[config.mk]
export PLATFORM = sky130hd
export DESIGN_NAME = nvm_host
export DESIGN_NICKNAME = d
export VERILOG_FILES = /design/src/hdl/nvm_timer.v /design/src/hdl/nvm_sync.v /design/src/hdl/nvm_host.v
export VERILOG_INCLUDE_DIRS = /design/src /design/src/hdl
export SDC_FILE = /design/constraint.sdc
export NUM_CORES = 1
export LEC_CHECK = 0
export BUFFER_PORTS_ARGS = -buffer_cell sky130_fd_sc_hd__buf_2
export CAP_MARGIN = 20
export CORE_MARGIN = 2
export CORE_UTILIZATION = 50
export CTS_CLUSTER_SIZE = 28
export DETAILED_ROUTE_END_ITERATION = 10
export PLACE_DENSITY = 0.78
export SLEW_MARGIN = 10
export SYNTH_ARGS = -nofsm -noshare
export SYNTH_HDL_FRONTEND = slang
export SYNTH_SLANG_ARGS = --single-unit
[constraint.sdc]
create_clock -name clk -period 7.45 [get_ports clk]
set_input_delay 0.745 -clock clk [delete_from_list [all_inputs] [get_ports clk]]
set_output_delay 0.745 -clock clk [all_outputs]
set_load 0.02 [all_outputs]
[src/hdl/nvm_host_regs.vh]
// Register offsets, fields and timing constants of the word alterable memory controller
`ifndef NVM_HOST_REGS_VH
`define NVM_HOST_REGS_VH
`define REG_CTRL        4'h0
`define REG_ADDR        4'h1
`define REG_WDATA       4'h2
`define REG_STATUS      4'h3
`define REG_RDATA       4'h4
`define CMD_READ        3'h1
`define CMD_WERASE      3'h2
`define CMD_BERASE      3'h3
`define CMD_WRITE       3'h4
`define CMD_UPDATE      3'h5
`define MODE_READ       2'b00
`define MODE_WRITE      2'b10
`define MODE_WERASE     2'b11
`define MODE_BERASE     2'b01
`define CLK_MHZ         25
`define T_SETUP_NS      100
`define T_HOLD_NS       350
`define T_ACCESS_NS     1000
`define T_CE_LOW_NS     1000
`define T_CE_HIGH_NS    750
`define T_DUMMY_HIGH_NS 1500
`define T_TRISTATE_NS   350
`define T_WE_NS         650
`define T_ERASE_MS      20
`define T_WRITE_MS      2
`endif

[src/hdl/nvm_timer.v]
// Down counter that times one interval of the strobe sequence
`timescale 1ns/1ps
module nvm_timer #(
  parameter W = 20
) (
  clk,
  resetn,
  load,
  count,
  done
);
  input          clk;
  input          resetn;
  input          load;
  input  [W-1:0] count;
  output         done;
  reg    [W-1:0] cnt_r;
  assign done = (cnt_r == {W{1'b0}});
  always @(posedge clk or negedge resetn) begin
    if (!resetn) begin
      cnt_r <= {W{1'b0}};
    end else if (load) begin
      cnt_r <= count;
    end else if (cnt_r != {W{1'b0}}) begin
      cnt_r <= cnt_r - {{(W-1){1'b0}}, 1'b1};
    end
  end
endmodule

[src/hdl/nvm_sync.v]
// Three stage synchroniser for the data nibble read back from the pins
`timescale 1ns/1ps
module nvm_sync #(
  parameter W = 4
) (
  clk,
  resetn,
  din,
  dout
);
  input          clk;
  input          resetn;
  input  [W-1:0] din;
  output [W-1:0] dout;
  reg    [W-1:0] s1_r;
  reg    [W-1:0] s2_r;
  reg    [W-1:0] s3_r;
  reg    [W-1:0] out_r;
  assign dout = out_r;
  always @(posedge clk or negedge resetn) begin
    if (!resetn) begin
      s1_r  <= {W{1'b0}};
      s2_r  <= {W{1'b0}};
      s3_r  <= {W{1'b0}};
      out_r <= {W{1'b0}};
    end else begin
      s1_r <= din;
      s2_r <= s1_r;
      s3_r <= s2_r;
      if (s2_r == s3_r) begin
        out_r <= s3_r;
      end
    end
  end
endmodule

[src/hdl/nvm_host.v]
// Controller that drives the word alterable memory through its strobes and pins
//
// Summary of operation
// - The select strobe stays high at least 700 ns between read cycles.
// - A location is erased before it is written; the update command does this, the write command writes without erasing.
// - Every erase ends with a dummy read preceded by at least 1500 ns of select strobe high.
// - During a dummy read the address lines are free and need not name the altered word.
// - Programming starts when the select strobe rises and the strobe stays high for the whole write time.
// - Every write ends with a dummy read and nothing else.
// - The data drivers are released before the dummy read that follows a write starts.
// - Separate data strobe kept so address and data could share one bus.
`timescale 1ns/1ps
`include "nvm_host_regs.vh"
module nvm_host #(
  parameter ERASE_CYC = `T_ERASE_MS * `CLK_MHZ * 1000,
  parameter WRITE_CYC = `T_WRITE_MS * `CLK_MHZ * 1000
) (
  clk,
  resetn,
  reg_addr,
  reg_wdata,
  reg_wr,
  reg_rd,
  reg_rdata,
  word_address,
  mode_select_first,
  mode_select_second,
  select_n,
  data_strobe_n,
  data_nibble_in,
  data_nibble_out,
  data_nibble_oe_n
);
  input         clk;
  input         resetn;
  input  [3:0]  reg_addr;
  input  [31:0] reg_wdata;
  input         reg_wr;
  input         reg_rd;
  output [31:0] reg_rdata;
  output [9:0]  word_address;
  output        mode_select_first;
  output        mode_select_second;
  output        select_n;
  output        data_strobe_n;
  input  [3:0]  data_nibble_in;
  output [3:0]  data_nibble_out;
  output        data_nibble_oe_n;

  function [19:0] ns2cyc;
    input integer ns;
    integer       cyc;
    begin
      cyc    = (ns * `CLK_MHZ + 999) / 1000;
      ns2cyc = cyc[19:0];
    end
  endfunction

  localparam [19:0] C_SETUP = ns2cyc(`T_SETUP_NS);
  localparam [19:0] C_HOLD  = ns2cyc(`T_HOLD_NS);
  localparam [19:0] C_ACC   = ns2cyc(`T_ACCESS_NS + 160);
  localparam [19:0] C_CELOW = ns2cyc(`T_CE_LOW_NS);
  localparam [19:0] C_CEHI  = ns2cyc(`T_CE_HIGH_NS);
  localparam [19:0] C_DUMMY = ns2cyc(`T_DUMMY_HIGH_NS);
  localparam [19:0] C_TRIS  = ns2cyc(`T_TRISTATE_NS);
  localparam [19:0] C_WE    = ns2cyc(`T_WE_NS);
  localparam [19:0] C_ERASE = ERASE_CYC[19:0];
  localparam [19:0] C_WRITE = WRITE_CYC[19:0];

  localparam [3:0] S_IDLE  = 4'h0;
  localparam [3:0] S_SETUP = 4'h1;
  localparam [3:0] S_LOW   = 4'h2;
  localparam [3:0] S_WEHI  = 4'h3;
  localparam [3:0] S_HOLD  = 4'h4;
  localparam [3:0] S_ALTER = 4'h5;
  localparam [3:0] S_RELSE = 4'h6;
  localparam [3:0] S_GAP   = 4'h7;
  localparam [3:0] S_DSET  = 4'h8;
  localparam [3:0] S_DLOW  = 4'h9;
  localparam [3:0] S_DHOLD = 4'ha;
  localparam [3:0] S_REC   = 4'hb;

  reg  [3:0]  state_r;
  reg  [3:0]  state_nxt;
  reg  [1:0]  mode_r;
  reg  [2:0]  cmd_r;
  reg         busy_r;
  reg         done_r;
  reg         err_r;
  reg         upd_r;
  reg  [9:0]  addr_r;
  reg  [3:0]  wdata_r;
  reg  [3:0]  rdata_r;
  reg  [31:0] rdout_r;
  reg  [9:0]  pin_addr_r;
  reg         pin_m1_r;
  reg         pin_m2_r;
  reg         sel_n_r;
  reg         ds_n_r;
  reg  [3:0]  dout_r;
  reg         oe_n_r;
  reg         tload;
  reg  [19:0] tcount;
  wire        tdone;
  wire [3:0]  din_s;

  nvm_timer #(.W(20)) u_timer (
    .clk    (clk),
    .resetn (resetn),
    .load   (tload),
    .count  (tcount),
    .done   (tdone)
  );

  nvm_sync #(.W(4)) u_sync (
    .clk    (clk),
    .resetn (resetn),
    .din    (data_nibble_in),
    .dout   (din_s)
  );

  assign reg_rdata          = rdout_r;
  assign word_address       = pin_addr_r;
  assign mode_select_first  = pin_m1_r;
  assign mode_select_second = pin_m2_r;
  assign select_n           = sel_n_r;
  assign data_strobe_n      = ds_n_r;
  assign data_nibble_out    = dout_r;
  assign data_nibble_oe_n   = oe_n_r;

  wire start = reg_wr && (reg_addr == `REG_CTRL) && !busy_r;
  wire alter = (mode_r != `MODE_READ);

  // Sequencer next state and timer loads
  always @* begin
    state_nxt = state_r;
    tload     = 1'b0;
    tcount    = 20'h00000;
    case (state_r)
      S_IDLE: begin
        if (start && (reg_wdata[2:0] >= `CMD_READ) && (reg_wdata[2:0] <= `CMD_UPDATE)) begin
          state_nxt = S_SETUP;
          tload     = 1'b1;
          tcount    = C_SETUP;
        end
      end
      S_SETUP: begin
        if (tdone) begin
          state_nxt = S_LOW;
          tload     = 1'b1;
          tcount    = (mode_r == `MODE_WRITE) ? C_WE : ((mode_r == `MODE_READ) ? C_ACC : C_CELOW);
        end
      end
      S_LOW: begin
        if (tdone) begin
          state_nxt = (mode_r == `MODE_WRITE) ? S_WEHI : S_HOLD;
          tload     = 1'b1;
          tcount    = C_HOLD;
        end
      end
      S_WEHI: begin
        if (tdone) begin
          state_nxt = S_HOLD;
          tload     = 1'b1;
          tcount    = C_HOLD;
        end
      end
      S_HOLD: begin
        state_nxt = alter ? S_ALTER : S_REC;
        tload     = 1'b1;
        tcount    = alter ? ((mode_r == `MODE_WRITE) ? C_WRITE : C_ERASE) : C_CEHI;
      end
      S_ALTER: begin
        if (tdone) begin
          state_nxt = S_RELSE;
          tload     = 1'b1;
          tcount    = C_TRIS;
        end
      end
      S_RELSE: begin
        if (tdone) begin
          state_nxt = S_GAP;
          tload     = 1'b1;
          tcount    = C_DUMMY;
        end
      end
      S_GAP: begin
        if (tdone) begin
          state_nxt = S_DSET;
          tload     = 1'b1;
          tcount    = C_SETUP;
        end
      end
      S_DSET: begin
        if (tdone) begin
          state_nxt = S_DLOW;
          tload     = 1'b1;
          tcount    = C_CELOW;
        end
      end
      S_DLOW: begin
        if (tdone) begin
          state_nxt = S_DHOLD;
          tload     = 1'b1;
          tcount    = C_HOLD;
        end
      end
      S_DHOLD: begin
        if (tdone) begin
          state_nxt = S_REC;
          tload     = 1'b1;
          tcount    = C_CEHI;
        end
      end
      S_REC: begin
        if (tdone) begin
          state_nxt = (upd_r && (mode_r == `MODE_WERASE)) ? S_SETUP : S_IDLE;
          tload     = 1'b1;
          tcount    = C_SETUP;
        end
      end
      default: begin
        state_nxt = S_IDLE;
      end
    endcase
  end

  // Sequencer, pins and registers
  always @(posedge clk or negedge resetn) begin
    if (!resetn) begin
      state_r    <= S_IDLE;
      mode_r     <= `MODE_READ;
      cmd_r      <= 3'h0;
      busy_r     <= 1'b0;
      done_r     <= 1'b0;
      err_r      <= 1'b0;
      upd_r      <= 1'b0;
      addr_r     <= 10'h000;
      wdata_r    <= 4'h0;
      rdata_r    <= 4'h0;
      rdout_r    <= 32'h00000000;
      pin_addr_r <= 10'h000;
      pin_m1_r   <= 1'b0;
      pin_m2_r   <= 1'b0;
      sel_n_r    <= 1'b1;
      ds_n_r     <= 1'b1;
      dout_r     <= 4'h0;
      oe_n_r     <= 1'b1;
    end else begin
      state_r <= state_nxt;
      if (reg_wr && (reg_addr == `REG_ADDR) && !busy_r) begin
        addr_r <= reg_wdata[9:0];
      end
      if (reg_wr && (reg_addr == `REG_WDATA) && !busy_r) begin
        wdata_r <= reg_wdata[3:0];
      end
      if (reg_wr && (reg_addr == `REG_STATUS)) begin
        done_r <= 1'b0;
        err_r  <= 1'b0;
      end
      if (reg_wr && (reg_addr == `REG_CTRL) && busy_r) begin
        err_r <= 1'b1;
      end
      if (state_r == S_IDLE && state_nxt == S_SETUP) begin
        busy_r <= 1'b1;
        cmd_r  <= reg_wdata[2:0];
        upd_r  <= (reg_wdata[2:0] == `CMD_UPDATE);
        if (reg_wdata[2:0] == `CMD_READ) begin
          mode_r <= `MODE_READ;
        end else if (reg_wdata[2:0] == `CMD_BERASE) begin
          mode_r <= `MODE_BERASE;
        end else begin
          mode_r <= (reg_wdata[2:0] == `CMD_WRITE) ? `MODE_WRITE : `MODE_WERASE;
        end
      end else if (start) begin
        err_r <= 1'b1;
      end
      if (state_r == S_REC && state_nxt == S_SETUP) begin
        mode_r <= `MODE_WRITE;
      end
      if (state_r == S_REC && state_nxt == S_IDLE) begin
        busy_r <= 1'b0;
        done_r <= 1'b1;
        oe_n_r <= 1'b1;
      end
      // Address, mode and write data set up ahead of the falling select strobe
      if (state_r == S_SETUP) begin
        pin_addr_r <= addr_r;
        pin_m1_r   <= mode_r[1];
        pin_m2_r   <= mode_r[0];
      end else if (state_r == S_GAP) begin
        pin_m1_r <= 1'b0;
        pin_m2_r <= 1'b0;
      end
      if (state_r == S_SETUP && mode_r == `MODE_WRITE) begin
        dout_r <= wdata_r;
        oe_n_r <= 1'b0;
      end
      if (state_nxt == S_LOW || state_nxt == S_DLOW) begin
        sel_n_r <= 1'b0;
      end
      if (state_r == S_SETUP || state_r == S_LOW) begin
        ds_n_r <= !(state_nxt == S_LOW && mode_r == `MODE_WRITE);
      end
      if (state_nxt == S_HOLD && state_r == S_LOW && mode_r == `MODE_READ) begin
        rdata_r <= din_s;
      end
      if ((state_r == S_HOLD) || (state_r == S_DHOLD && tdone)) begin
        sel_n_r <= 1'b1;
      end
      if (state_r == S_ALTER && tdone) begin
        oe_n_r <= 1'b1;
      end
      rdout_r <= 32'h00000000;
      if (reg_rd) begin
        if (reg_addr == `REG_CTRL) begin
          rdout_r <= {29'h0, cmd_r};
        end else if (reg_addr == `REG_ADDR) begin
          rdout_r <= {22'h0, addr_r};
        end else if (reg_addr == `REG_WDATA) begin
          rdout_r <= {28'h0, wdata_r};
        end else if (reg_addr == `REG_STATUS) begin
          rdout_r <= {25'h0, state_r, err_r, done_r, busy_r};
        end else if (reg_addr == `REG_RDATA) begin
          rdout_r <= {28'h0, rdata_r};
        end
      end
    end
  end
endmodule

=== Word level (Yosys, flattened, before mapping) ===
Cells that the tools add are included.

* Output and inout port bits: 51
* Register bits: 118
* Logic and storage cells: 153
* Bits of input ports: 44

* Magnitude comparators: 2
* Multiplexer cells: 59
* $add $sub $neg: 1
* Eq/ne operators: 26
* Reductions and logical operators: 42

{| class="wikitable"
|+ Operator list
! cell !! count
|-
| case mux 19 bit (8 select lines) || 1
|-
| 2-to-1 mux 4 bit || 15
|-
| case mux 4 bit (12 select lines) || 1
|-
| 2-to-1 mux 20 bit || 2
|-
| 2-to-1 mux 19 bit || 2
|-
| 2-to-1 mux 10 bit || 3
|-
| equality test 4 x 3 -> 1 bit (second input constant) || 6
|-
| equality test 4 x 2 -> 1 bit (second input constant) || 5
|-
| equality test 4 bit (second input constant) || 5
|-
| logical AND 1 bit || 20
|-
| logical NOT 20 bit || 1
|-
| 2-to-1 mux 1 bit || 20
|-
| nonzero test 20 bit || 1
|-
| subtractor 20 x 1 -> 20 bit (second input constant) || 1
|-
| 2-to-1 mux 5 bit || 3
|-
| 2-to-1 mux 7 bit || 2
|-
| nonzero test 2 bit || 7
|-
| equality test 4 x 1 -> 1 bit (second input constant) || 3
|-
| logical NOT 4 bit || 3
|-
| 2-to-1 mux 2 bit || 6
|-
| OR reduction 10 bit || 1
|-
| equality test 3 bit (second input constant) || 2
|-
| 2-to-1 mux 3 bit || 2
|-
| 2-to-1 mux 6 bit || 1
|-
| other kinds (13) || 17
|}

=== Depth between registers and ports, before layout ===
* Word-level depth: 12
* Mapped depth: 11
* Depth with buffers taken out: 10

=== By module ===
A second synthesis with hierarchy kept.

* Cells, all modules: 471
* Area, all modules: 4998.5 um^2

{| class="wikitable"
|+ By module, submodules not included
! module !! area each (um^2) !! sequential area each (um^2) !! times used !! cells an instance
|-
| nvm_host || 3188.1 || 1505.2 || 1 || 306
|-
| nvm_timer || 1317.5 || 500.5 || 1 || 140
|-
| nvm_sync || 493.0 || 400.4 || 1 || 25
|}

=== Least setup slack after synthesis ===
OpenSTA, ideal clock, no wires.

* Kind: input-to-reg
* From: input port reg_addr[1]
* To: register sel_n_r, in the netlist select_n
* Data required time: 7.352 ns
* Path buffers: 2
* Setup time: 0.098 ns
* Arrival time: 2.929 ns
* Stages on the path: 10
* Slack: 4.424 ns
* Cells stage by stage: clkbuf_1 -> nor4_1 -> and3_1 -> nand3_1 -> nand2b_1 -> or4_1 -> buf_2 -> or4b_4 -> a31oi_1 -> o221ai_1

* Word-level cells in the longest chain between the ends: 10
* Elaborated cells on any way between the ends: 11
* Those cells by class: eq/ne: 2; mux: 2; reduce/logical: 7

{| class="wikitable"
|+ Ends and longest elaborated chain
! element !! line !! source
|-
| start, declared || nvm_host.v:36 || <nowiki>input [3:0] reg_addr;</nowiki>
|-
| logical NOT 4 bit (no line) * || -- ||
|-
| logical AND 1 bit * (2 in a row) || nvm_host.v:131 || <nowiki>wire start = reg_wr && (reg_addr == `REG_CTRL) && !busy_r;</nowiki>
|-
| logical AND 1 bit * (2 in a row) || nvm_host.v:141 || <nowiki>if (start && (reg_wdata[2:0] >= `CMD_READ) && (reg_wdata[2:0] <= `CMD_UPDATE)) begin</nowiki>
|-
| 2-to-1 mux 4 bit * || nvm_host.v:141 ||
|-
| case mux 4 bit (12 select lines) * || nvm_host.v:139 || <nowiki>case (state_r)</nowiki>
|-
| named net state_nxt[0] || nvm_host.v:84 || <nowiki>reg [3:0] state_nxt;</nowiki>
|-
| equality test 4 x 2 -> 1 bit / equality test 4 bit (equally long branches) || nvm_host.v:299 || <nowiki>if (state_nxt == S_LOW || state_nxt == S_DLOW) begin</nowiki>
|-
| logical OR 1 bit * || nvm_host.v:299 ||
|-
| nonzero test 2 bit (no line) * || -- ||
|-
| end signal, assigned || nvm_host.v:245 || <nowiki>sel_n_r <= 1'b1;</nowiki>
|-
| end signal, assigned || nvm_host.v:300 || <nowiki>sel_n_r <= 1'b0;</nowiki>
|-
| end signal, assigned || nvm_host.v:309 || <nowiki>sel_n_r <= 1'b1;</nowiki>
|-
| end, declared || nvm_host.v:98 || <nowiki>reg sel_n_r;</nowiki>
|}

Mark *: on every way through the listed nets, which the timed path passes. The rest lies on a longest branch.
A chain may end at the register's enable or synchronous reset.

=== Final worst setup path ===
* From: register state_r[1]
* To: register sel_n_r, in the netlist select_n

* Word-level cells in the longest chain between the ends: 5
* Elaborated cells on any way between the ends: 31
* Those cells by class: eq/ne: 13; mux: 13; reduce/logical: 5

{| class="wikitable"
|+ Ends and longest elaborated chain
! element !! line !! source
|-
| start, declared || nvm_host.v:83 || <nowiki>reg [3:0] state_r;</nowiki>
|-
| start signal, assigned || nvm_host.v:250 || <nowiki>state_r <= state_nxt;</nowiki>
|-
| equality test 4 bit (tied with other cells) || nvm_host.v:139 ||
|-
| case mux 4 bit (12 select lines) || nvm_host.v:139 ||
|-
| equality test 4 x 2 -> 1 bit / equality test 4 bit (equally long branches) || nvm_host.v:299 ||
|-
| logical OR 1 bit || nvm_host.v:299 ||
|-
| nonzero test 2 bit (no line) || -- ||
|}

Several ways; a longest one is shown, not always the timed one.

==> summary.md <==
| Metric | Value |
|---|---|
| Sequential area share after synthesis | `51.7%` |
| Post-route ant nets | `0` |
| Fin cells | `597` |
| Area added between synthesis and finish | `8.95%` |
| Total clock sinks | `96` |
| Flop2flop setup slack | `3.98 ns` |
| Most common cell after layout, fill and taps aside | `dfrtp_1` |
| Cells on worst reg2reg path | `8` |
| DRT Wirelength | `9820 um` |
| Clock transition at path regs | `0.10 ns` |
| Post-Syn Instances | `440` |
| DP HPWL | `6990 um` |
| Vias per cell | `5.79` |
| Fin util | `55.4%` |
| FMAX | `288 MHz` |
| Num CTS Buffers | `9` |
| Final cycle utilization of the critical path | `46.6%` |
| Critical path cell sequence | `nor2_1, and3_1, nand3_1, nand2b_1, or4_1, or4b_4, a31oi_1, o221ai_1` |
| Yosys synthesis warning count | `0` |
| Synth Flop Type | `dfrtp_1` |
| Status | `completed` |
| Worst slew margin | `41.0%` |
| Die area | `10100 um2` |
| Initial antenna violation count | `0` |
| Via count of the first global-routing pass | `3372` |
| Maximum clock path buffer count | `2` |
| WS Path Type | `reg2reg` |
| Final net count | `526` |
| Design Area, Final | `5070 um2` |
| DRT iter0 DRCs | `191` |
| GPL Wtd Cong | `0.902` |
| Global-route wire length before repair | `16600 um` |
| Critical Path Fanout Max | `25` |
| Share of the synthesized area in the top cell type | `50.0%` |
| Fill count | `806` |
| Worst R2R End | `select_n` |
| Ant. Diodes | `0` |
| Worst-Margin Slew | `0.877 ns` |
| Worst setup EP type | `flip-flop` |
| Clk root buf | `clkbuf_8` |
| Die width | `100 um` |
| Leak Pwr | `0.00229 uW` |
| Clock latency on the worst-skew pair | `0.37 ns` |
| Mapped Avg Cell Area | `10.6 um2` |
| Mapped cell area | `4650 um2` |
| Startpoint Class | `flip-flop` |
| Routed vias | `3456` |
| Worst path max stage delay | `0.87 ns` |
| Required @ worst endpoint | `7.72 ns` |
| Port Buffers | `50` |
| Synth cell types | `51` |
| H-tree levels | `3` |
| HP Class | `in2async` |
| WL per Instance | `16.5 um` |
| Post_cts resized | `0` |
| Synth area leaders | `dfrtp_1 (50%), mux2_2 (9.4%), buf_4 (3.5%)` |
| Chip height | `100 um` |
| Max Cap Viol | `0` |
| Cts hold-fix bufs | `0` |
| DRC | `0` |
| Area of the multi-input gates | `2060 um2` |
| Critical path's slowest cell | `dfrtp_1` |
| Layout cells sized above 1 | `23.9%` |
| # rows | `35` |
| CORE AREA | `9150 um2` |
| Cell Area, Placed | `4890 um2` |
| Register Area | `2410 um2` |
| RSZ-0062 raised after global routing | `false` |
| Postcts setup bufs | `0` |
| Ys async rst share | `100%` |
| Seq cells post-synth | `96` |
| Largest net degree at the start of global routing | `54` |
| Max rail drop VDD | `0.227 mV` |
| Setup TNS | `0 ns` |
| Total grt overflow | `0` |
| CTS tree | `yes` |
| Pwr per Cell Area | `300 nW/um2` |
| Initial Util | `50.8%` |
| GRT Total Usage | `20.8%` |
| Final setup violation count | `0` |
| Pre-Repair DR Iteration Count | `5` |
| CP arrival | `3.74 ns` |
| Post-synthesis cell type with the largest combined area | `dfrtp_1` |
| I/O pins | `95` |
| Post-synth EDFFs | `0` |
| Worst reg2reg startpoint | `state_r[1]` |
| DP Cell Count | `581` |
| Commonest cells after routing, fill and taps aside | `dfrtp_1 (93), buf_2 (49), mux2_2 (39)` |
| Skew final | `0.0147 ns` |
| Final number of hold-violating endpoints | `0` |
| Final min period | `3.47 ns` |
| Final-report max-slew violation count | `0` |
## cells in the mapped netlist, drive strengths merged, types with 3 or more instances
cell    count
dfrtp      93
mux2       39
nor2       31
nand2      29
o21ai      26
buf        24
a21oi      19
clkbuf     18
nor3       18
nand3      17
xnor2      13
nor2b      11
nor4       10
nand2b      9
and3        8
xor2        7
inv         6
a31oi       5
a211oi      4
a221oi      4
a22oi       4
nor3b       4
a21o        3
dfstp       3
mux2i       3
nand4       3
or4         3
## layout make-up
| cell class | count | share of cell area, % |
|---|---|---|
| clock buffers | 10 | 2.52 |
| clock inverters | 6 | 1.04 |
| inverters | 6 | 0.444 |
| multi-input cells | 317 | 40.7 |
| flip-flops and latches | 96 | 47.5 |
| well taps | 111 | 2.74 |
| repair buffers | 51 | 5.13 |
## metrics by stage
stage                     setup WS [ns]  total power, uW  hold slack [ns]
after detailed placement           3.78             1210            0.336
final                              3.98             1520            0.342
after floorplan                    4.42             1080            0.331
after global routing               3.82             1620            0.369
after CTS                          4.07             1530            0.355
after global placement             3.79             1180            0.331
## flip-flops by register name, indices dropped and copies added (netlist names)
name                count
upd_r                   1
u_sync.dout             4
addr_r                 10
select_n                1
data_nibble_out         4
rdata_r                 4
word_address           10
err_r                   1
done_r                  1
cmd_r                   3
mode_select_second      1
busy_r                  1
state_r                 4
u_sync.s3_r             4
u_sync.s2_r             4
data_nibble_oe_n        1
wdata_r                 4
reg_rdata              10
u_sync.s1_r             4
mode_select_first       1
data_strobe_n           1
mode_r                  2
u_timer.cnt_r          20
## how the worst max path moves through the flow
stage | start | to | slack (ns) | cells past startpoint
after floorplan | reg_addr[1] | select_n | 4.42 | 10
after global placement | reg_addr[1] | u_timer.cnt_r[15] | 3.79 | 9
after detailed placement | reg_addr[1] | u_timer.cnt_r[15] | 3.78 | 9
after CTS | state_r[1] | select_n | 4.07 | 8
after global routing | state_r[1] | select_n | 3.82 | 8
final | state_r[1] | select_n | 3.98 | 8
## power by group
group          switching, uW  internal (uW)
clock network            198            126
registers                113            649
logic                    243            193
## critical path, delay by kind of cell, from the launching register on
family	cells	cell delay [ns]
compound gates	2	0.31
simple gates	6	2.18
flops	1	0.87
## kinds of logic after synthesis
family | Yosys count | share of synthesized area, %
multiplexers | 42 | 10.1
other | 1 | 0.0806
adder cells (fa/ha/maj) | 1 | 0.269
AND/OR/NAND/NOR | 153 | 17.9
flip-flops | 96 | 51.7
AO/OA/AOI/OAI | 79 | 10.5
XOR/XNOR | 20 | 3.76
buffers and inverters | 48 | 5.67
## metal layers
metal | track usage [%] | routed length (um) | up-vias
met3 | 3.81 | 511 | 17
met2 | 33.4 | 4870 | 124
met4 | 7.90 | 184 | 0
met1 | 28.4 | 4260 | 1713
met5 | 0 | 0 | -
li1 | - | - | 1602
Note: power is estimated with default switching activity, not from simulation.
